`config.mk`:
```
export PLATFORM = sky130hd
export DESIGN_NAME = itw_top
export DESIGN_NICKNAME = d
export VERILOG_FILES = /design/src/pkg/itw_pkg.sv /design/src/hw/itw_clk_gen.sv /design/src/hw/itw_wdt.sv /design/src/hw/itw_top.sv
export SDC_FILE = /design/constraint.sdc
export NUM_CORES = 1
export LEC_CHECK = 0
export ABC_AREA = 1
export ABC_CLOCK_PERIOD_IN_PS = 6400
export BUFFER_PORTS_ARGS = -buffer_cell sky130_fd_sc_hd__buf_2
export CAP_MARGIN = 5
export CORE_ASPECT_RATIO = 1.1
export CORE_UTILIZATION = 60
export DETAILED_ROUTE_END_ITERATION = 16
export PLACE_DENSITY_LB_ADDON = 0.3
export SKIP_LAST_GASP = 1
export SLEW_MARGIN = 20
export SYNTH_ARGS = -nofsm -noshare
export SYNTH_HDL_FRONTEND = slang
export SYNTH_HIERARCHICAL = 1
export SYNTH_SLANG_ARGS = --single-unit
export TNS_END_PERCENT = 20
```
`constraint.sdc`:
```
create_clock -name clk -period 6.4 [get_ports clk]
set_clock_uncertainty 0.1 [all_clocks]
set_input_delay 1.28 -clock clk [delete_from_list [all_inputs] [get_ports clk]]
set_output_delay 1.28 -clock clk [all_outputs]
set_load 0.03 [all_outputs]
```
`src/pkg/itw_pkg.sv`:
```
// Package: register map, fields and timing of the interval timer and watchdog
package itw_pkg;

    // ****************************************
    // Register indices (byte address = 4 x index)
    // ****************************************
    localparam logic [4:0] IDX_STATUS = 5'h04;
    localparam logic [4:0] IDX_IRQ_FLAG = 5'h06;
    localparam logic [4:0] IDX_IRQ_EN = 5'h07;
    localparam logic [4:0] IDX_WDT_CTRL = 5'h0D;
    localparam logic [4:0] IDX_TMR_COUNT = 5'h0E;
    localparam logic [4:0] IDX_TMR_CTRL = 5'h0F;
    localparam logic [4:0] IDX_CLK_SEL = 5'h14;

    // ****************************************
    // Field positions
    // ****************************************
    localparam int WDT_FLAG_BIT = 3;
    localparam int TMR_FLAG_BIT = 4;
    localparam int TMR_IE_BIT = 4;
    localparam int GIE_BIT = 7;
    localparam int WDT_RUN_BIT = 7;
    localparam int TRST_BIT = 7;
    localparam int TMR_RUN_BIT = 3;
    localparam int TSRC_BIT = 5;
    localparam int EXT_HALVE_BIT = 3;
    localparam int CORE_DIV_BIT = 1;
    localparam int MAIN_SRC_BIT = 0;

    // ****************************************
    // Reset values and vectors
    // ****************************************
    localparam logic [7:0] RST_ZERO = 8'h00;
    localparam logic [7:0] IRQ_VECTOR = 8'h04;
    localparam logic [7:0] RESET_VECTOR = 8'h00;

    // ****************************************
    // Timing
    // ****************************************
    localparam int CLK_HZ = 100_000_000;
    localparam int ICK_HZ = 1_000_000;
    localparam int ICK_DIV = CLK_HZ / ICK_HZ;
    localparam int WDT_OSC_HZ = 3_000;
    localparam int WDT_OSC_DIV = CLK_HZ / WDT_OSC_HZ;
    localparam int TMR_PRESCALE = 4;
    localparam int TMR_CORE_DIV = 1000;
    localparam int TMR_EXT_DIV = 32;
    localparam int CORE_DIV = 4;

endpackage

```
`src/hw/itw_clk_gen.sv`:
```
// Clock-enable tree: main, core and timer source rates
`timescale 1ns/1ns
`default_nettype none
module itw_clk_gen
    import itw_pkg::*;
#(
    parameter int ICK_DIV_P = ICK_DIV,
    parameter int CORE_DIV_P = CORE_DIV,
    parameter int TCORE_DIV_P = TMR_CORE_DIV,
    parameter int TEXT_DIV_P = TMR_EXT_DIV
) (
    // Clock and reset
    input wire logic clk,
    input wire logic rst_n,
    // Crystal pin
    input wire logic ext_crystal_clk,
    // Selects
    input wire logic main_clk_src_sel,
    input wire logic ext_clk_halve_sel,
    input wire logic core_clk_div_sel,
    input wire logic timer_clk_src_sel,
    // Timer source rate
    output logic timer_src_en
);
    if (ICK_DIV_P < 2 || CORE_DIV_P < 2 || TCORE_DIV_P < 2 || TEXT_DIV_P < 2 ||
        TCORE_DIV_P > 65536 || ICK_DIV_P > 65536) begin : g_bad
        $error("itw_clk_gen: divider out of range");
    end

    logic ext_meta, ext_sync, ext_prev, half_t;
    logic [15:0] ick_cnt, core_cnt, tcore_cnt, text_cnt;
    logic ext_rise, ick_en, main_en, core_en;

    // Crystal edge becomes a one-cycle enable; meta stage read only by sync
    always_ff @(posedge clk or negedge rst_n) begin
        if (!rst_n) begin
            ext_meta <= 1'b0;
            ext_sync <= 1'b0;
            ext_prev <= 1'b0;
        end else begin
            ext_meta <= ext_crystal_clk;
            ext_sync <= ext_meta;
            ext_prev <= ext_sync;
        end
    end
    assign ext_rise = ext_sync & ~ext_prev;

    // Rate selection, each a pulse in the system clock
    assign ick_en = (ick_cnt == 16'(ICK_DIV_P - 1));
    assign main_en = !main_clk_src_sel ? ick_en :
                     (ext_clk_halve_sel ? (ext_rise & half_t) : ext_rise);
    assign core_en = core_clk_div_sel ?
                     (main_en && core_cnt == 16'(CORE_DIV_P - 1)) : main_en;
    assign timer_src_en = timer_clk_src_sel ?
                          (ext_rise && text_cnt == 16'(TEXT_DIV_P - 1)) :
                          (core_en && tcore_cnt == 16'(TCORE_DIV_P - 1));

    // Free-running dividers
    always_ff @(posedge clk or negedge rst_n) begin
        if (!rst_n) begin
            ick_cnt <= 16'h0000;
            core_cnt <= 16'h0000;
            tcore_cnt <= 16'h0000;
            text_cnt <= 16'h0000;
            half_t <= 1'b0;
        end else begin
            ick_cnt <= ick_en ? 16'h0000 : ick_cnt + 16'h0001;
            if (ext_rise) begin
                half_t <= ~half_t;
                text_cnt <= (text_cnt == 16'(TEXT_DIV_P - 1)) ? 16'h0000 : text_cnt + 16'h0001;
            end
            if (main_en) begin
                core_cnt <= (core_cnt == 16'(CORE_DIV_P - 1)) ? 16'h0000 : core_cnt + 16'h0001;
            end
            if (core_en) begin
                tcore_cnt <= (tcore_cnt == 16'(TCORE_DIV_P - 1)) ? 16'h0000 :
                             tcore_cnt + 16'h0001;
            end
        end
    end
endmodule
`default_nettype wire

```
`src/hw/itw_wdt.sv`:
```
// Watchdog: own oscillator, two cascaded 8-bit counters, expiry pulse
`timescale 1ns/1ns
`default_nettype none
module itw_wdt
    import itw_pkg::*;
#(
    parameter int OSC_DIV_P = WDT_OSC_DIV
) (
    // Clock and reset
    input wire logic clk,
    input wire logic rst_n,
    // Control
    input wire logic watchdog_run,
    input wire logic [2:0] watchdog_tap_select,
    input wire logic watchdog_clear,
    // Expiry
    output logic watchdog_expire
);
    if (OSC_DIV_P < 2) begin : g_bad
        $error("itw_wdt: oscillator divider too small");
    end

    // Reverse mapping: code 7 picks bit 0, code 0 picks bit 7
    function automatic logic [2:0] tap_bit(input logic [2:0] code);
        tap_bit = 3'h7 - code;
    endfunction

    logic [31:0] osc_cnt;
    logic [7:0] watchdog_prescale_taps, cnt2;
    logic tap_prev, osc_en, tap_now, tap_rise;

    assign osc_en = watchdog_run && osc_cnt == 32'(OSC_DIV_P - 1);
    assign tap_now = watchdog_prescale_taps[tap_bit(watchdog_tap_select)];
    assign tap_rise = tap_now & ~tap_prev;

    // Clear wins over counting so the interval restarts from zero
    always_ff @(posedge clk or negedge rst_n) begin
        if (!rst_n) begin
            osc_cnt <= 32'h0000_0000;
            watchdog_prescale_taps <= 8'h00;
            cnt2 <= 8'h00;
            tap_prev <= 1'b0;
            watchdog_expire <= 1'b0;
        end else if (watchdog_clear) begin
            osc_cnt <= 32'h0000_0000;
            watchdog_prescale_taps <= 8'h00;
            cnt2 <= 8'h00;
            tap_prev <= 1'b0;
            watchdog_expire <= 1'b0;
        end else begin
            if (watchdog_run) begin
                osc_cnt <= osc_en ? 32'h0000_0000 : osc_cnt + 32'h0000_0001;
            end
            if (osc_en) begin
                watchdog_prescale_taps <= watchdog_prescale_taps + 8'h01;
            end
            tap_prev <= tap_now;
            if (tap_rise) begin
                cnt2 <= cnt2 + 8'h01;
            end
            watchdog_expire <= tap_rise && cnt2 == 8'hFF;
        end
    end
endmodule
`default_nettype wire

```
`src/hw/itw_top.sv`:
```
// Interval timer and watchdog with Avalon-MM register slave
`timescale 1ns/1ns
`default_nettype none

module itw_top
    import itw_pkg::*;
#(
    parameter int WDT_OSC_DIV_P = WDT_OSC_DIV
) (
    // Clock and reset
    input wire logic clk,
    input wire logic rst_n,

    // Avalon-MM slave
    input wire logic [6:0] address,
    input wire logic read,
    input wire logic write,
    input wire logic [3:0] byteenable,
    input wire logic [31:0] writedata,
    output logic [31:0] readdata,
    output logic waitrequest,

    // External crystal pin
    input wire logic external_crystal_clock,

    // CPU side
    input wire logic watchdog_clear_instr,
    output logic timer_irq,
    output logic [7:0] irq_vector,
    output logic watchdog_expire,
    output logic [7:0] reset_vector
);

    // ****************************************
    // Reset release
    // ****************************************

    logic rst_meta_n, rst_sync_n;

    // Release is synchronised; assertion stays asynchronous
    always_ff @(posedge clk or negedge rst_n) begin
        if (!rst_n) begin
            rst_meta_n <= 1'b0;
            rst_sync_n <= 1'b0;
        end else begin
            rst_meta_n <= 1'b1;
            rst_sync_n <= rst_meta_n;
        end
    end

    // ****************************************
    // Declarations
    // ****************************************

    logic ack, req, wr_go;
    logic [4:0] idx;
    logic hit_status, hit_flag, hit_en, hit_wdt, hit_cnt, hit_tmr, hit_clk;
    logic wr_flag, wr_en, wr_wdt, wr_tmr, wr_clk;
    logic [7:0] rd_mux;

    logic [7:0] irq_enable_reg;
    logic [7:0] clock_select;
    logic watchdog_run;
    logic [2:0] watchdog_tap_select;
    logic timer_count_clear_n;
    logic timer_run;
    logic [2:0] timer_tap_select;
    logic timer_irq_flag;
    logic watchdog_expired_flag;

    logic timer_src_en;
    logic [1:0] prescale;
    logic tmr_adv;
    logic [7:0] timer_count_value;
    logic tap_now, tap_prev, tmr_event;

    // ****************************************
    // Bus slave
    // ****************************************

    // Every access waits exactly one cycle, giving read data a register stage
    assign req = read | write;
    assign waitrequest = req & ~ack;
    assign wr_go = write & ack & byteenable[0];
    assign idx = address[6:2];

    always_ff @(posedge clk or negedge rst_sync_n) begin
        if (!rst_sync_n) begin
            ack <= 1'b0;
        end else begin
            ack <= req & ~ack;
        end
    end

    // Address decode
    assign hit_status = (idx == IDX_STATUS);
    assign hit_flag = (idx == IDX_IRQ_FLAG);
    assign hit_en = (idx == IDX_IRQ_EN);
    assign hit_wdt = (idx == IDX_WDT_CTRL);
    assign hit_cnt = (idx == IDX_TMR_COUNT);
    assign hit_tmr = (idx == IDX_TMR_CTRL);
    assign hit_clk = (idx == IDX_CLK_SEL);

    // Write strobes; status and count are not writable
    assign wr_flag = wr_go & hit_flag;
    assign wr_en = wr_go & hit_en;
    assign wr_wdt = wr_go & hit_wdt;
    assign wr_tmr = wr_go & hit_tmr;
    assign wr_clk = wr_go & hit_clk;

    // Read selection; unmapped words and reserved status, flag and control bits read zero; enable and clock select return all 8 written bits
    assign rd_mux =
        hit_status ? (8'h00 | (8'(watchdog_expired_flag) << WDT_FLAG_BIT)) :
        hit_flag ? (8'h00 | (8'(timer_irq_flag) << TMR_FLAG_BIT)) :
        hit_en ? irq_enable_reg :
        hit_wdt ? {watchdog_run, 4'h0, watchdog_tap_select} :
        hit_cnt ? timer_count_value :
        hit_tmr ? {timer_count_clear_n, 3'h0, timer_run, timer_tap_select} :
        hit_clk ? clock_select :
        8'h00;

    // Read data captured during the wait cycle, held through the answer
    always_ff @(posedge clk or negedge rst_sync_n) begin
        if (!rst_sync_n) begin
            readdata <= 32'h0000_0000;
        end else if (read && !ack) begin
            readdata <= {24'h00_0000, rd_mux};
        end
    end

    // ****************************************
    // Control registers
    // ****************************************

    // Plain read/write settings
    always_ff @(posedge clk or negedge rst_sync_n) begin
        if (!rst_sync_n) begin
            irq_enable_reg <= RST_ZERO;
            clock_select <= RST_ZERO;
            watchdog_run <= 1'b0;
            watchdog_tap_select <= 3'h0;
            timer_run <= 1'b0;
            timer_tap_select <= 3'h0;
        end else begin
            if (wr_en) begin
                irq_enable_reg <= writedata[7:0];
            end
            if (wr_clk) begin
                clock_select <= writedata[7:0];
            end
            if (wr_wdt) begin
                watchdog_run <= writedata[WDT_RUN_BIT];
                watchdog_tap_select <= writedata[2:0];
            end
            if (wr_tmr) begin
                timer_run <= writedata[TMR_RUN_BIT];
                timer_tap_select <= writedata[2:0];
            end
        end
    end

    // Clear bit drops for one cycle after a zero is written, then rises again
    always_ff @(posedge clk or negedge rst_sync_n) begin
        if (!rst_sync_n) begin
            timer_count_clear_n <= 1'b1;
        end else begin
            timer_count_clear_n <= !(wr_tmr && !writedata[TRST_BIT]);
        end
    end

    // ****************************************
    // Clock enables
    // ****************************************

    itw_clk_gen itw_clk_gen_i (
        .clk(clk),
        .rst_n(rst_sync_n),
        .ext_crystal_clk(external_crystal_clock),
        .main_clk_src_sel(clock_select[MAIN_SRC_BIT]),
        .ext_clk_halve_sel(clock_select[EXT_HALVE_BIT]),
        .core_clk_div_sel(clock_select[CORE_DIV_BIT]),
        .timer_clk_src_sel(clock_select[TSRC_BIT]),
        .timer_src_en(timer_src_en)
    );

    // ****************************************
    // Interval timer
    // ****************************************

    // Prescaler wrap gates the counter; clear restarts both
    assign tmr_adv = timer_count_clear_n && timer_run && timer_src_en &&
                     prescale == 2'(TMR_PRESCALE - 1);

    always_ff @(posedge clk or negedge rst_sync_n) begin
        if (!rst_sync_n) begin
            prescale <= 2'h0;
            timer_count_value <= RST_ZERO;
        end else if (!timer_count_clear_n) begin
            prescale <= 2'h0;
            timer_count_value <= RST_ZERO;
        end else begin
            if (timer_run && timer_src_en) begin
                prescale <= prescale + 2'h1;
            end
            if (tmr_adv) begin
                timer_count_value <= timer_count_value + 8'h01;
            end
        end
    end

    // Period is twice the toggle time of the chosen bit
    assign tap_now = timer_count_value[timer_tap_select];
    assign tmr_event = tap_now & ~tap_prev;

    // Edge history; a tap change may itself look like an edge
    always_ff @(posedge clk or negedge rst_sync_n) begin
        if (!rst_sync_n) begin
            tap_prev <= 1'b0;
        end else begin
            tap_prev <= tap_now;
        end
    end

    // Flag: a new event beats a software clear in the same cycle
    always_ff @(posedge clk or negedge rst_sync_n) begin
        if (!rst_sync_n) begin
            timer_irq_flag <= 1'b0;
        end else if (tmr_event) begin
            timer_irq_flag <= 1'b1;
        end else if (wr_flag && !writedata[TMR_FLAG_BIT]) begin
            timer_irq_flag <= 1'b0;
        end
    end

    // Interrupt to the core and its vector
    assign timer_irq = timer_irq_flag && irq_enable_reg[TMR_IE_BIT] &&
                       irq_enable_reg[GIE_BIT];
    assign irq_vector = IRQ_VECTOR;

    // ****************************************
    // Watchdog
    // ****************************************

    itw_wdt #(
        .OSC_DIV_P(WDT_OSC_DIV_P)
    ) itw_wdt_i (
        .clk(clk),
        .rst_n(rst_sync_n),
        .watchdog_run(watchdog_run),
        .watchdog_tap_select(watchdog_tap_select),
        .watchdog_clear(watchdog_clear_instr),
        .watchdog_expire(watchdog_expire)
    );

    // Expiry flag outlives the CPU reset it causes; the clear instruction
    // drops it, but a fresh expiry in the same cycle wins
    always_ff @(posedge clk or negedge rst_sync_n) begin
        if (!rst_sync_n) begin
            watchdog_expired_flag <= 1'b0;
        end else if (watchdog_expire) begin
            watchdog_expired_flag <= 1'b1;
        end else if (watchdog_clear_instr) begin
            watchdog_expired_flag <= 1'b0;
        end
    end

    assign reset_vector = RESET_VECTOR;
endmodule
`default_nettype wire

```
== Word level (Yosys, flattened, before mapping) ==
Cells that the tools add are included.

* Word-level logic and storage cells: 134
* Output and inout bits: 51
* Register bits: 167

* Bitwise gates (word level): 18
* Reductions and logical operators: 23
* Equal/unequal tests: 16
* $add $sub $neg: 10
* Multiplexer cells: 36
* $lt $le $gt $ge: 2

{| class="wikitable"
|+ Operators with widths
! operator !! count
|-
| 8-bit 2-to-1 mux || 13
|-
| 32-bit 2-to-1 mux || 3
|-
| 16-bit by 1-bit adder with 16-bit output (second input constant) || 4
|-
| 16-bit 2-to-1 mux || 4
|-
| 32-bit by 1-bit adder with 32-bit output (second input constant) || 1
|-
| 32-bit by 16-bit equality test with 1-bit output (second input constant) || 1
|-
| 8-bit by 1-bit adder with 8-bit output (second input constant) || 3
|-
| 16-bit by 10-bit equality test with 1-bit output (second input constant) || 1
|-
| 16-bit by 2-bit equality test with 1-bit output (second input constant) || 1
|-
| 16-bit by 5-bit equality test with 1-bit output (second input constant) || 1
|-
| 16-bit by 7-bit equality test with 1-bit output (second input constant) || 1
|-
| 5-bit by 3-bit equality test with 1-bit output (second input constant) || 3
|-
| 5-bit by 4-bit equality test with 1-bit output (second input constant) || 3
|-
| 1-bit logical AND || 14
|-
| 1-bit AND || 12
|-
| 1-bit 2-to-1 mux || 12
|-
| 2-bit nonzero test || 5
|-
| 8-bit equality test (second input constant) || 1
|-
| 3-bit by 4-bit < comparator with 1-bit output (second input constant) || 2
|-
| 1-bit binary-select mux with 3-bit select || 2
|-
| 5-bit equality test (second input constant) || 1
|-
| 1-bit inverter || 5
|-
| 1-bit zero test || 4
|-
| 2-bit 2-to-1 mux || 2
|-
| other kinds (5) || 6
|}

== Depth between registers and ports, before layout ==
Gate-level depths: netlist (run 1).

* Word-level depth: 13
* Mapped depth: 18

== By module ==
Netlist (run 1), hierarchy kept.

{| class="wikitable"
|+ By module, submodules not included
! module !! cells an instance !! times used !! area an instance (um^2)
|-
| itw_clk_gen || 566 || 1 || 4012.6
|-
| itw_wdt || 506 || 1 || 3377.0
|-
| itw_top || 357 || 1 || 2881.5
|}

== Worst setup path before layout (run 1) ==
No wires, ideal clock.

* Path kind: in2out
* From: in write
* To: out waitrequest
* Setup slack: 3.288 ns
* Arrival time: 1.732 ns
* Stages: 2
* Path through: nor2_1 nor2_1

* Cells in the longest elaborated chain, start to end: 2

{| class="wikitable"
|+ RTL lines
! item !! RTL line !! RTL
|-
| start: declaration || itw_top.sv:17 || <nowiki>input wire logic write,</nowiki>
|-
| 1-bit OR || itw_top.sv:82 || <nowiki>assign req = read | write;</nowiki>
|-
| 1-bit AND || itw_top.sv:83 || <nowiki>assign waitrequest = req & ~ack;</nowiki>
|-
| end: declaration || itw_top.sv:21 || <nowiki>output logic waitrequest,</nowiki>
|}

No other way between the ends.

== Worst setup path in the final report (run 1) ==
* From: reg itw_clk_gen_i.ext_prev
* To: reg timer_count_value[7]

* Cells in the longest elaborated chain, start to end: 12
* Elaborated cells between the ends (all ways): 13
* Those cells by class: eq/ne (1); mux (4); bitwise (3); reduce/logical (5)

{| class="wikitable"
|+ RTL lines
! item !! RTL line !! RTL
|-
| start: declaration || itw_clk_gen.sv:30 || <nowiki>logic ext_meta, ext_sync, ext_prev, half_t;</nowiki>
|-
| start signal: assignment || itw_clk_gen.sv:43 || <nowiki>ext_prev <= ext_sync;</nowiki>
|-
| 1-bit inverter * || itw_clk_gen.sv:46 || <nowiki>assign ext_rise = ext_sync & ~ext_prev;</nowiki>
|-
| 1-bit AND * || itw_clk_gen.sv:46 ||
|-
| 1-bit AND || itw_clk_gen.sv:51 || <nowiki>(ext_clk_halve_sel ? (ext_rise & half_t) : ext_rise);</nowiki>
|-
| 1-bit 2-to-1 mux || itw_clk_gen.sv:51 ||
|-
| 1-bit 2-to-1 mux || itw_clk_gen.sv:50 || <nowiki>assign main_en = !main_clk_src_sel ? ick_en :</nowiki>
|-
| 1-bit logical AND || itw_clk_gen.sv:53 || <nowiki>(main_en && core_cnt == 16'(CORE_DIV_P - 1)) : main_en;</nowiki>
|-
| 1-bit 2-to-1 mux || itw_clk_gen.sv:52 || <nowiki>assign core_en = core_clk_div_sel ?</nowiki>
|-
| 1-bit logical AND || itw_clk_gen.sv:56 || <nowiki>(core_en && tcore_cnt == 16'(TCORE_DIV_P - 1));</nowiki>
|-
| 1-bit 2-to-1 mux * || itw_clk_gen.sv:54 || <nowiki>assign timer_src_en = timer_clk_src_sel ?</nowiki>
|-
| net timer_src_en || itw_top.sv:71 || <nowiki>logic timer_src_en;</nowiki>
|-
| 1-bit logical AND * (2 in a row) || itw_top.sv:191 || <nowiki>assign tmr_adv = timer_count_clear_n && timer_run && timer_src_en &&</nowiki>
|-
| 2-bit by 1-bit != test with 1-bit output (no source line) * || -- ||
|-
| end signal: assignment || itw_top.sv:206 || <nowiki>timer_count_value <= timer_count_value + 8'h01;</nowiki>
|-
| end: declaration || itw_top.sv:74 || <nowiki>logic [7:0] timer_count_value;</nowiki>
|}

The timed path passes the listed nets; every way through them passes the cells marked *.
A chain may end at the register's enable or synchronous reset.

==> results of run 1 <==
-- through the flow --
| step | util (%) | cells | instance area [um^2] |
|---|---|---|---|
| global placement | 62.7 | 1642 | 10400 |
| CTS | 66.1 | 1673 | 10900 |
| global route | 66.1 | 1673 | 10900 |
| detailed placement | 62.7 | 1642 | 10400 |
| finish | 66.1 | 1673 | 10900 |
| floorplan | - | 1468 | 10400 |
-- worst paths after layout --
kind,from,endpoint,cells after the start
worst max-delay path,itw_clk_gen_i/ext_prev$_DFF_PN0_,timer_count_value[7]$_DFFE_PN0P_,12
min in group clk,rst_meta_n$_DFF_PN0_,rst_sync_n$_DFF_PN0_,0
worst min register to register,rst_sync_n$_DFF_PN0_,itw_wdt_i/cnt2[4]$_DFFE_PN0P_,0
worst min-delay path,rst_sync_n$_DFF_PN0_,itw_wdt_i/cnt2[4]$_DFFE_PN0P_,0
worst max register to register,itw_clk_gen_i/ext_prev$_DFF_PN0_,timer_count_value[7]$_DFFE_PN0P_,12
max in group asynchronous,rst_sync_n$_DFF_PN0_,itw_clk_gen_i/tcore_cnt[1]$_DFFE_PN0P_,1
-- where the power goes --
| group | total, uW | internal [uW] | switching (uW) |
|---|---|---|---|
| registers | 1240 | 1140 | 99.7 |
| logic | 393 | 118 | 276 |
| clock network | 997 | 568 | 429 |
| total | 2630 | 1830 | 804 |
-- metal layers --
layer	vias to the layer above	share of wire [%]	GRT usage, %
li1	4521	-	-
met1	4130	46	34.3
met2	256	48	43.8
met3	54	3.7	3.11
met4	0	2.9	11.8
met5	-	0	0
-- cell type report --
cell class              count  area, um^2  area share, %
multi-input cells        1058        5090           46.5
flip-flops and latches    167        4180           38.2
inverters                 181         681           6.22
clock buffers              17         425           3.89
well taps                 204         255           2.33
repair buffers             32         169           1.54
clock inverters            14         136           1.25
-- layout by cell type (no fill, tap or decap), drive strengths merged, types with 3 or more instances in the layout --
| cell type | instances |
|---|---|
| nor3 | 23 |
| xor2 | 29 |
| a21oi | 17 |
| nand3 | 128 |
| conb | 41 |
| and3 | 3 |
| ha | 10 |
| clkinv | 12 |
| nand3b | 5 |
| clkbuf | 17 |
| buf | 32 |
| inv | 179 |
| nand4 | 59 |
| o211ai | 4 |
| xnor2 | 7 |
| o21ai | 67 |
| nor2 | 231 |
| o21bai | 5 |
| dfrtp | 166 |
| nand2 | 418 |
-- logic make-up after synthesis --
kind of cell | after synthesis
AND/OR/NAND/NOR | 872
other | 2
adder cells (fa/ha/maj) | 10
flip-flops | 167
multiplexers | 1
XOR/XNOR | 36
buffers and inverters | 243
AO/OA/AOI/OAI | 98
==> metrics.csv, run 1 <==
stage,metric,value,unit
floorplanning,start_util,62.0,%
cells_and_area,insertedDiodeCount,0,
synth,synth_compound_area_share,5.40,%
place,io_buffers,30,
power_and_ir_drop,finalPower,2630,uW
clock_tree,htreeDepth,4,
synth,synth-seq-cells,167,
route,wl_per_cell,13.0,um
synth,synth_common_cells,"nand2_1, nor2_1, inv_1",
worst_hold_path,min_path_type,reg2async,
synth,async_flop_share,100,%
setup_path,crit_arrival,3.48,ns
synth,synth-edff-count,0,
cells_and_area,syn2layout_area_growth,6.50,%
synth,synthDistinctLibCells,45,
cells_and_area,drive_gt1_share,9.94,%
setup_path,crit_type,reg2reg,
timing,worst_slack,3.14,ns
synth,yosys_most_used_dff,dfrtp_1,
synth,synth_top_family_by_area,simple AND/OR/NAND/NOR gates,
place,dp_hpwl,15.4,mm
floorplanning,num_rows,49,
timing,hold_viol,0,
synth,synthSimpleGateAreaFrac,38.3,%
global_route,gr-usage-all-layers,26.2,%
global_route,antenna_found_initial,0,
synth,synthesis.area,10300,um^2
synth,muxShareOfSynthArea,0.0975,%
setup_path,worst-path-buf-inv,1,
timing,drv_slew,0,
power_and_ir_drop,p_leak,0.00547,uW
route,drc,0,
setup_path,critPathMaxFanout,47,
cells_and_area,largest_reg_flops,32,
synth,netlist_top_cells_area,"dfrtp_1, nand2_1, nor2_1",
clock_tree,cts_resized,0,
global_route,grt_max_degree,81,
clock_tree,clockBufferDepth,2,
setup_path,crit_path_start_kind,flop,
synth,synth_xor_xnor_area_share,3.07,%
synth,synthAdderAreaFrac,1.22,%
floorplanning,ioPinCount,100,
power_and_ir_drop,power.density,240,nW/um^2
cells_and_area,regMostFlops,itw_wdt_i/osc_cnt,
synth,syn_avg_cell_area,7.19,um^2
synth,yosys.area.top_type,dfrtp_1,
timing,relSlewSlack,34.8,%
synth,yosysSeqAreaShare,40.7,%
timing,rsz0062_at_grt,no,
place,place_worst_setup_slack,3.00,ns
power_and_ir_drop,vdd.ir_drop.worst,0.210,mV
timing,holdWs,0.247,ns
setup_path,reg2reg_slack,3.14,ns
timing,setup_viol,0,
clock_tree,clock_latency,0.43,ns
floorplanning,die-height,139,um
setup_path,path_cells,nor2_2 -> o211ai_1 -> nand2_2 -> nand4_1 -> nand2_1 -> nand3_2 -> nor2_4 -> inv_2 -> nand2_2 -> nand3_1 -> nand2_1 -> nor2_1,
cells_and_area,fin_nets,1516,
run_status,status,"complete, no violations",
clock_tree,cts_hold_buffers,0,
clock_tree,cts.clk_slew.worst_paths,0.07,ns
clock_tree,clkSinkCount,167,
global_route,overflow,0,
route,num_vias,8961,
global_route,grt_pass1_wl,37.7,mm
route,vias_per_cell,5.36,
global_route,grt_pass1_vias,8346,
timing,min_period,3.26,ns
synth,synth_cells,1429,
cells_and_area,fillers,1454,
setup_path,cp.required,6.62,ns
route,drtPass1Iterations,7,
setup_path,cpLargestDelayFamily,simple AND/OR/NAND/NOR gates,
flow_run,cap_violations,0,
timing,clock.fmax,306,MHz
timing,fin_crit_sh,51.0,%
setup_path,endpoint_kind,flop,
timing,worstMarginPinSlew,0.978,ns
route,wirelength,21.7,mm
route,final_antenna_net_count,0,
setup_path,cp_slowest_cell,nand2_2,
clock_tree,cts_post_setup_buffers_inserted,0,
clock_tree,root_buffer,clkbuf_16,
clock_tree,cts_tree,done,
place,place.gp.congestion,0.903,
floorplanning,die_w,127,um
floorplanning,die_area,17600,um^2
synth,synth_top_area_share,40.4,%
synth,synth_warnings,6,
setup_path,slowest_delay,0.73,ns
floorplanning,core_area,16600,um^2
synth,yosysMostFrequentCell,nand2_1,
timing,fin_tns_setup,0,ns
route,drt_iter0_markers,685,
clock_tree,cts_buffers,17,
Power figures use the tool's default switching activity.
==> run 2, diff against run 1 <==
--- a/config.mk
+++ b/config.mk
@@ -6,11 +6,11 @@
 export NUM_CORES = 1
 export LEC_CHECK = 0
 export ABC_AREA = 1
-export ABC_CLOCK_PERIOD_IN_PS = 6400
+export ABC_CLOCK_PERIOD_IN_PS = 2680
 export BUFFER_PORTS_ARGS = -buffer_cell sky130_fd_sc_hd__buf_2
 export CAP_MARGIN = 5
 export CORE_ASPECT_RATIO = 1.1
-export CORE_UTILIZATION = 60
+export CORE_UTILIZATION = 54
 export DETAILED_ROUTE_END_ITERATION = 16
 export PLACE_DENSITY_LB_ADDON = 0.3
 export SKIP_LAST_GASP = 1
==> constraint.sdc (replaced) <==
create_clock -name clk -period 2.68 [get_ports clk]
set_clock_uncertainty 0.1 [all_clocks]
set_input_delay 0.536 -clock clk [delete_from_list [all_inputs] [get_ports clk]]
set_output_delay 0.536 -clock clk [all_outputs]
set_load 0.03 [all_outputs]
==> metrics.csv, run 2 (synthesis gave the netlist of run 1 again) <==
stage,metric,value,unit
clock_tree,cts_tree,done,
setup_path,path_cells,ha_1 -> inv_2 -> nor2_1 -> nand2_1 -> nor2_2 -> nand2_2 -> nand2_4 -> nand4_1 -> nand2_1 -> nand3_2 -> nor2_4 -> inv_2 -> nand2_2 -> nand3_1 -> nand2_1 -> nor2_1,
cells_and_area,fillers,1694,
route,final_antenna_net_count,0,
route,drc,0,
place,dp.cells,1689,
worst_hold_path,min_path_type,in2reg,
power_and_ir_drop,p_seq_share,45.9,%
cells_and_area,design_area,11100,um^2
power_and_ir_drop,vdd.ir_drop.worst,0.468,mV
setup_path,r2r_start,itw_clk_gen_i/core_cnt[0]$_DFFE_PN0P_,
flow_run,cap_violations,0,
power_and_ir_drop,p_leak,0.00554,uW
cells_and_area,fin_cells,1722,
power_and_ir_drop,internal_power,4470,uW
setup_path,worstRegToRegCells,16,
worst_hold_path,hold-path-cell-count,1,
route,num_vias,8896,
place,dp_hpwl,15.8,mm
clock_tree,root_buffer,clkbuf_16,
cells_and_area,syn2layout_area_growth,8.21,%
timing,drv_slew,0,
global_route,antenna_found_initial,0,
setup_path,reg2reg_slack,0.35,ns
clock_tree,htreeDepth,4,
global_route,grt_pass1_wl,37.0,mm
clock_tree,cts_buffers,17,
route,wl_per_cell,12.4,um
timing,fin_crit_sh,86.9,%
global_route,overflow,0,
setup_path,endpoint_kind,flop,
setup_path,slowest_delay,0.44,ns
setup_path,worst-path-buf-inv,2,
power_and_ir_drop,combPwrFrac,14.8,%
power_and_ir_drop,pwr-share-clk,39.3,%
clock_tree,clock_latency,0.43,ns
clock_tree,clockBufferDepth,2,
timing,hold_viol,0,
power_and_ir_drop,power.density,580,nW/um^2
global_route,grt_max_degree,82,
clock_tree,clkSinkCount,167,
place,io_buffers,30,
setup_path,critPathMostFrequentCell,nand2_1,
place,place.gp.congestion,0.879,
setup_path,cpLargestDelayFamily,simple AND/OR/NAND/NOR gates,
floorplanning,num_rows,52,
floorplanning,ioPinCount,100,
cells_and_area,fin_nets,1525,
run_status,status,"complete, no violations",
floorplanning,die_area,19600,um^2
route,vias_per_cell,5.17,
floorplanning,core_area,18500,um^2
setup_path,cp_slowest_cell,dfrtp_1,
cells_and_area,insertedDiodeCount,0,
setup_path,critPathMaxFanout,8,
floorplanning,start_util,55.4,%
power_and_ir_drop,p_sw,1980,uW
cells_and_area,regArea,4180,um^2
timing,holdWs,0.120,ns
floorplanning,die_w,133,um
cells_and_area,drive_gt1_share,10.5,%
route,drtPass1Iterations,6,
cells_and_area,layout_common_cells,"nand2_1, nor2_1, inv_1",
cells_and_area,largest_reg_flops,32,
power_and_ir_drop,finalPower,6450,uW
timing,worstMarginPinSlew,0.639,ns
setup_path,crit_type,reg2reg,
clock_tree,cts_resized,0,
floorplanning,die-height,147,um
setup_path,rr_endpoint,timer_count_value[7]$_DFFE_PN0P_,
timing,fin_tns_setup,0,ns
worst_hold_path,worstHoldEndpoint,itw_clk_gen_i/ext_meta$_DFF_PN0_,
global_route,grt_pass1_vias,8135,
setup_path,crit_path_start_kind,flop,
place,dpl_cell_area,10500,um^2
power_and_ir_drop,p_sw_share,30.7,%
timing,relSlewSlack,57.2,%
cells_and_area,final_common_cell,nand2_1,
timing,min_period,2.33,ns
timing,rsz0062_at_grt,no,
setup_path,crit_arrival,2.55,ns
setup_path,cp.required,2.90,ns
route,drt_iter0_markers,707,
timing,setup_viol,0,
cells_and_area,regMostFlops,itw_wdt_i/osc_cnt,
global_route,gr-usage-all-layers,23.1,%
clock_tree,cts.clk_slew.worst_paths,0.07,ns
timing,clock.fmax,429,MHz
route,wirelength,21.4,mm
cells_and_area,multi_input_area,5090,um^2
worst_hold_path,hold_start,external_crystal_clock,
run 2: routing by layer:
metal	GRT usage, %	routed length, um	up-vias
met2	39.1	10400	195
met3	3.65	741	26
met5	0	0	-
met4	7.22	335	0
met1	30.4	9920	4139
li1	-	-	4536
run 2: per-stage QoR:
step,setup WS [ns],util [%]
after floorplan,0.477,-
after global placement,0.391,56.6
after detailed placement,0.374,56.6
after CTS,0.373,59.9
after global routing,0.159,59.9
final,0.350,59.9
run 2: timing repair:
action / in CTS / in global routing
setup endpoints to repair: 0 / 0
hold buffers: 1 / 0
hold endpoints to repair: 2 / 0
setup buffers: 0 / 0
run 2: worst max path at each step:
stage                                                      from                          endpoint  depth (start not counted)  slack [ns]
after global placement    itw_clk_gen_i/core_cnt[0]$_DFFE_PN0P_  timer_count_value[7]$_DFFE_PN0P_                         16        0.39
after global routing      itw_clk_gen_i/core_cnt[0]$_DFFE_PN0P_  timer_count_value[7]$_DFFE_PN0P_                         16        0.16
after detailed placement  itw_clk_gen_i/core_cnt[0]$_DFFE_PN0P_  timer_count_value[7]$_DFFE_PN0P_                         16        0.37
after floorplan              itw_clk_gen_i/ick_cnt[0]$_DFF_PN0_  timer_count_value[7]$_DFFE_PN0P_                         18        0.48
final                     itw_clk_gen_i/core_cnt[0]$_DFFE_PN0P_  timer_count_value[7]$_DFFE_PN0P_                         16        0.35
after CTS                 itw_clk_gen_i/core_cnt[0]$_DFFE_PN0P_  timer_count_value[7]$_DFFE_PN0P_                         16        0.37
run 2: cell type report:
class	count	area share (%)
Clock buffer	19	4.08
Inverter	181	6.12
Multi-Input combinational cell	1058	45.8
Tap cell	243	2.74
Sequential cell	167	37.6
Timing Repair Buffer	41	2.23
Clock inverter	13	1.41
run 2: worst register-to-register path: cells and delay by family (launching register included):
family        cells  cell delay [ns]
flops             1             0.44
fa+ha+maj         1             0.29
buf+inv           2             0.16
simple gates     13             1.24
run 2: power by group through the flow:
stage               logic (uW)  clock network, uW  registers (uW)
CTS                        956               2590            2950
detailed placement         952                  0            2990
global route              1100               2700            2990
global placement           927                  0            2990
floorplan                  782                  0            2970
finish                     954               2540            2960
==> run 3, diff against run 2 <==
--- a/config.mk
+++ b/config.mk
@@ -17,6 +17,5 @@
 export SLEW_MARGIN = 20
 export SYNTH_ARGS = -nofsm -noshare
 export SYNTH_HDL_FRONTEND = slang
-export SYNTH_HIERARCHICAL = 1
 export SYNTH_SLANG_ARGS = --single-unit
 export TNS_END_PERCENT = 20
==> metrics.csv, run 3 <==
stage,metric,value,unit
run_status,status,"complete, no violations",
clock_tree,htreeDepth,4,
timing,rsz0062_at_grt,no,
synth,async_flop_share,100,%
setup_path,r2r_start,itw_clk_gen_i.ick_cnt[0]$_DFF_PN0_,
setup_path,cp.required,2.89,ns
global_route,grt_pass1_vias,7343,
setup_path,endpoint_kind,flop,
worst_hold_path,hold_start,external_crystal_clock,
cells_and_area,multi_input_area,4320,um^2
route,num_vias,7809,
setup_path,startpoint,itw_clk_gen_i.ick_cnt[0]$_DFF_PN0_,
synth,syn_avg_cell_area,7.79,um^2
synth,yosysMostFrequentCell,nand2_1,
floorplanning,ioPinCount,100,
setup_path,path_cells,ha_1 -> inv_1 -> nor2_1 -> nand2_1 -> nor2_1 -> nand3_2 -> nand2_4 -> nand2_4 -> inv_2 -> nand2_1 -> a21oi_1 -> a21oi_1,
power_and_ir_drop,p_leak,0.00499,uW
global_route,antenna_found_initial,0,
cells_and_area,insertedDiodeCount,0,
floorplanning,core_area,17000,um^2
setup_path,rr_endpoint,itw_clk_gen_i.tcore_cnt[4]$_DFFE_PN0N_,
global_route,gr-usage-all-layers,23.2,%
cells_and_area,fillers,1557,
timing,drv_slew,0,
synth,synth_warnings,0,
setup_path,crit_type,reg2reg,
cells_and_area,design_area,10300,um^2
floorplanning,num_rows,50,
clock_tree,cts_post_setup_buffers_inserted,0,
synth,synth-edff-count,0,
synth,synthesis.area,9420,um^2
clock_tree,cts.clk_slew.worst_paths,0.07,ns
clock_tree,root_buffer,clkbuf_16,
clock_tree,cts_buffers,17,
timing,worstMarginPinSlew,0.806,ns
flow_run,cap_violations,0,
route,wirelength,19.5,mm
clock_tree,cts_resized,0,
clock_tree,clkSinkCount,167,
timing,setup_viol,0,
place,place.gp.congestion,0.890,
setup_path,reg2reg_slack,0.50,ns
route,final_antenna_net_count,0,
synth,synthDistinctLibCells,55,
place,io_buffers,30,
floorplanning,die_w,128,um
clock_tree,cts_hold_buffers,1,
floorplanning,start_util,55.4,%
power_and_ir_drop,vdd.ir_drop.worst,0.469,mV
synth,synth_top_area_share,44.1,%
cells_and_area,final_common_cell,nand2_1,
timing,hold_viol,0,
worst_hold_path,min_path_type,in2reg,
setup_path,crit_path_start_kind,flop,
cells_and_area,largest_reg_flops,32,
timing,min_period,2.18,ns
timing,clock.fmax,460,MHz
synth,yosysSeqAreaShare,44.4,%
cells_and_area,fin_nets,1309,
cells_and_area,syn2layout_area_growth,9.47,%
synth,yosys.area.top_type,dfrtp_1,
route,drc,0,
global_route,overflow,0,
cells_and_area,regArea,4180,um^2
setup_path,cp_slowest_cell,dfrtp_1,
floorplanning,die_area,18000,um^2
floorplanning,die-height,141,um
route,drt_iter0_markers,456,
route,wl_per_cell,13.0,um
synth,yosys_most_used_dff,dfrtp_1,
synth,synth_common_cells,"nand2_1, inv_1, dfrtp_1",
timing,fin_crit_sh,81.2,%
cells_and_area,drive_gt1_share,9.74,%
route,vias_per_cell,5.22,
clock_tree,clockBufferDepth,2,
clock_tree,cts_tree,done,
setup_path,slowest_delay,0.37,ns
global_route,grt_max_degree,49,
synth,synth_cells,1209,
global_route,grt_pass1_wl,33.7,mm
setup_path,crit_arrival,2.39,ns
place,dp_hpwl,14.3,mm
setup_path,worstRegToRegCells,12,
place,dpl_cell_area,9700,um^2
timing,fin_tns_setup,0,ns
route,drtPass1Iterations,5,
setup_path,critPathMaxFanout,15,
cells_and_area,layout_common_cells,"nand2_1, inv_1, dfrtp_1",
clock_tree,clock_latency,0.43,ns
timing,relSlewSlack,45.8,%
setup_path,cpLargestDelayFamily,simple AND/OR/NAND/NOR gates,
synth,netlist_top_cells_area,"dfrtp_1, nand2_1, inv_1",
cells_and_area,regMostFlops,itw_wdt_i.osc_cnt,
synth,synth-seq-cells,167,
worst_hold_path,worstHoldEndpoint,itw_clk_gen_i.ext_meta$_DFF_PN0_,
setup_path,worst-path-buf-inv,2,
worst_hold_path,hold-path-cell-count,1,
power_and_ir_drop,power.density,623,nW/um^2
run 3: cell count changes in the layout (fill, tap and decap cells not counted), moves of 12 or more:
cell	before	now
nand2_1	398	235
nor2_1	200	122
o21ai_0	25	97
nand3_1	124	92
o21ai_1	33	2
a21oi_1	17	37
nor3_1	22	38
nor4_1	0	13
nand4_1	57	45
run 3: per-layer routing:
| layer | vias up | global-route usage (%) | part of all wire, % |
|---|---|---|---|
| met3 | 27 | 3.44 | 3.1 |
| met1 | 3665 | 30.8 | 46 |
| met5 | - | 0 | 0 |
| li1 | 3965 | - | - |
| met4 | 0 | 8.67 | 1.9 |
| met2 | 152 | 38.4 | 49 |
run 3: stage by stage:
step	hold slack [ns]	instances	power, uW	worst slack [ns]	util, %
2_1_floorplan	0.140	1248	3780	0.851	-
3_3_place_gp	0.222	1464	3960	0.514	57.0
3_5_place_dp	0.224	1464	3990	0.480	57.0
4_1_cts	0.116	1497	6480	0.478	60.6
5_1_grt	0.116	1497	6770	0.277	60.6
6_report	0.132	1497	6420	0.504	60.6
run 3: logic make-up after synthesis:
family / count (synthesis) / share of synthesized area, %
AO/OA/AOI/OAI: 163 / 9.60
buffers and inverters: 234 / 11.3
other: 2 / 0.0797
XOR/XNOR: 42 / 3.90
adder cells (fa/ha/maj): 10 / 1.33
AND/OR/NAND/NOR: 591 / 29.4
flip-flops: 167 / 44.4
run 3: worst max path at each step:
stage	endpoint	slack [ns]	cells past startpoint
3_3_place_gp	readdata[4]$_DFFE_PN0P_	0.51	11
3_5_place_dp	prescale[0]$_DFFE_PN0P_	0.48	12
2_1_floorplan	ack$_DFF_PN0_	0.85	0
4_1_cts	itw_clk_gen_i.tcore_cnt[4]$_DFFE_PN0N_	0.48	13
5_1_grt	prescale[1]$_DFFE_PN0P_	0.28	12
6_report	itw_clk_gen_i.tcore_cnt[4]$_DFFE_PN0N_	0.50	12
run 3: cell type report:
type,instances,area share (%)
Inverter,178,6.48
Sequential cell,167,40.6
Tap cell,234,2.84
Clock inverter,14,1.55
Multi-Input combinational cell,847,41.9
Clock buffer,18,4.26
Timing Repair Buffer,39,2.38
run 3: where the power goes:
part           switching, uW  leakage, uW  internal (uW)
clock network           1120     0.000291           1350
registers                232      0.00217           2750
logic                    657      0.00253            314
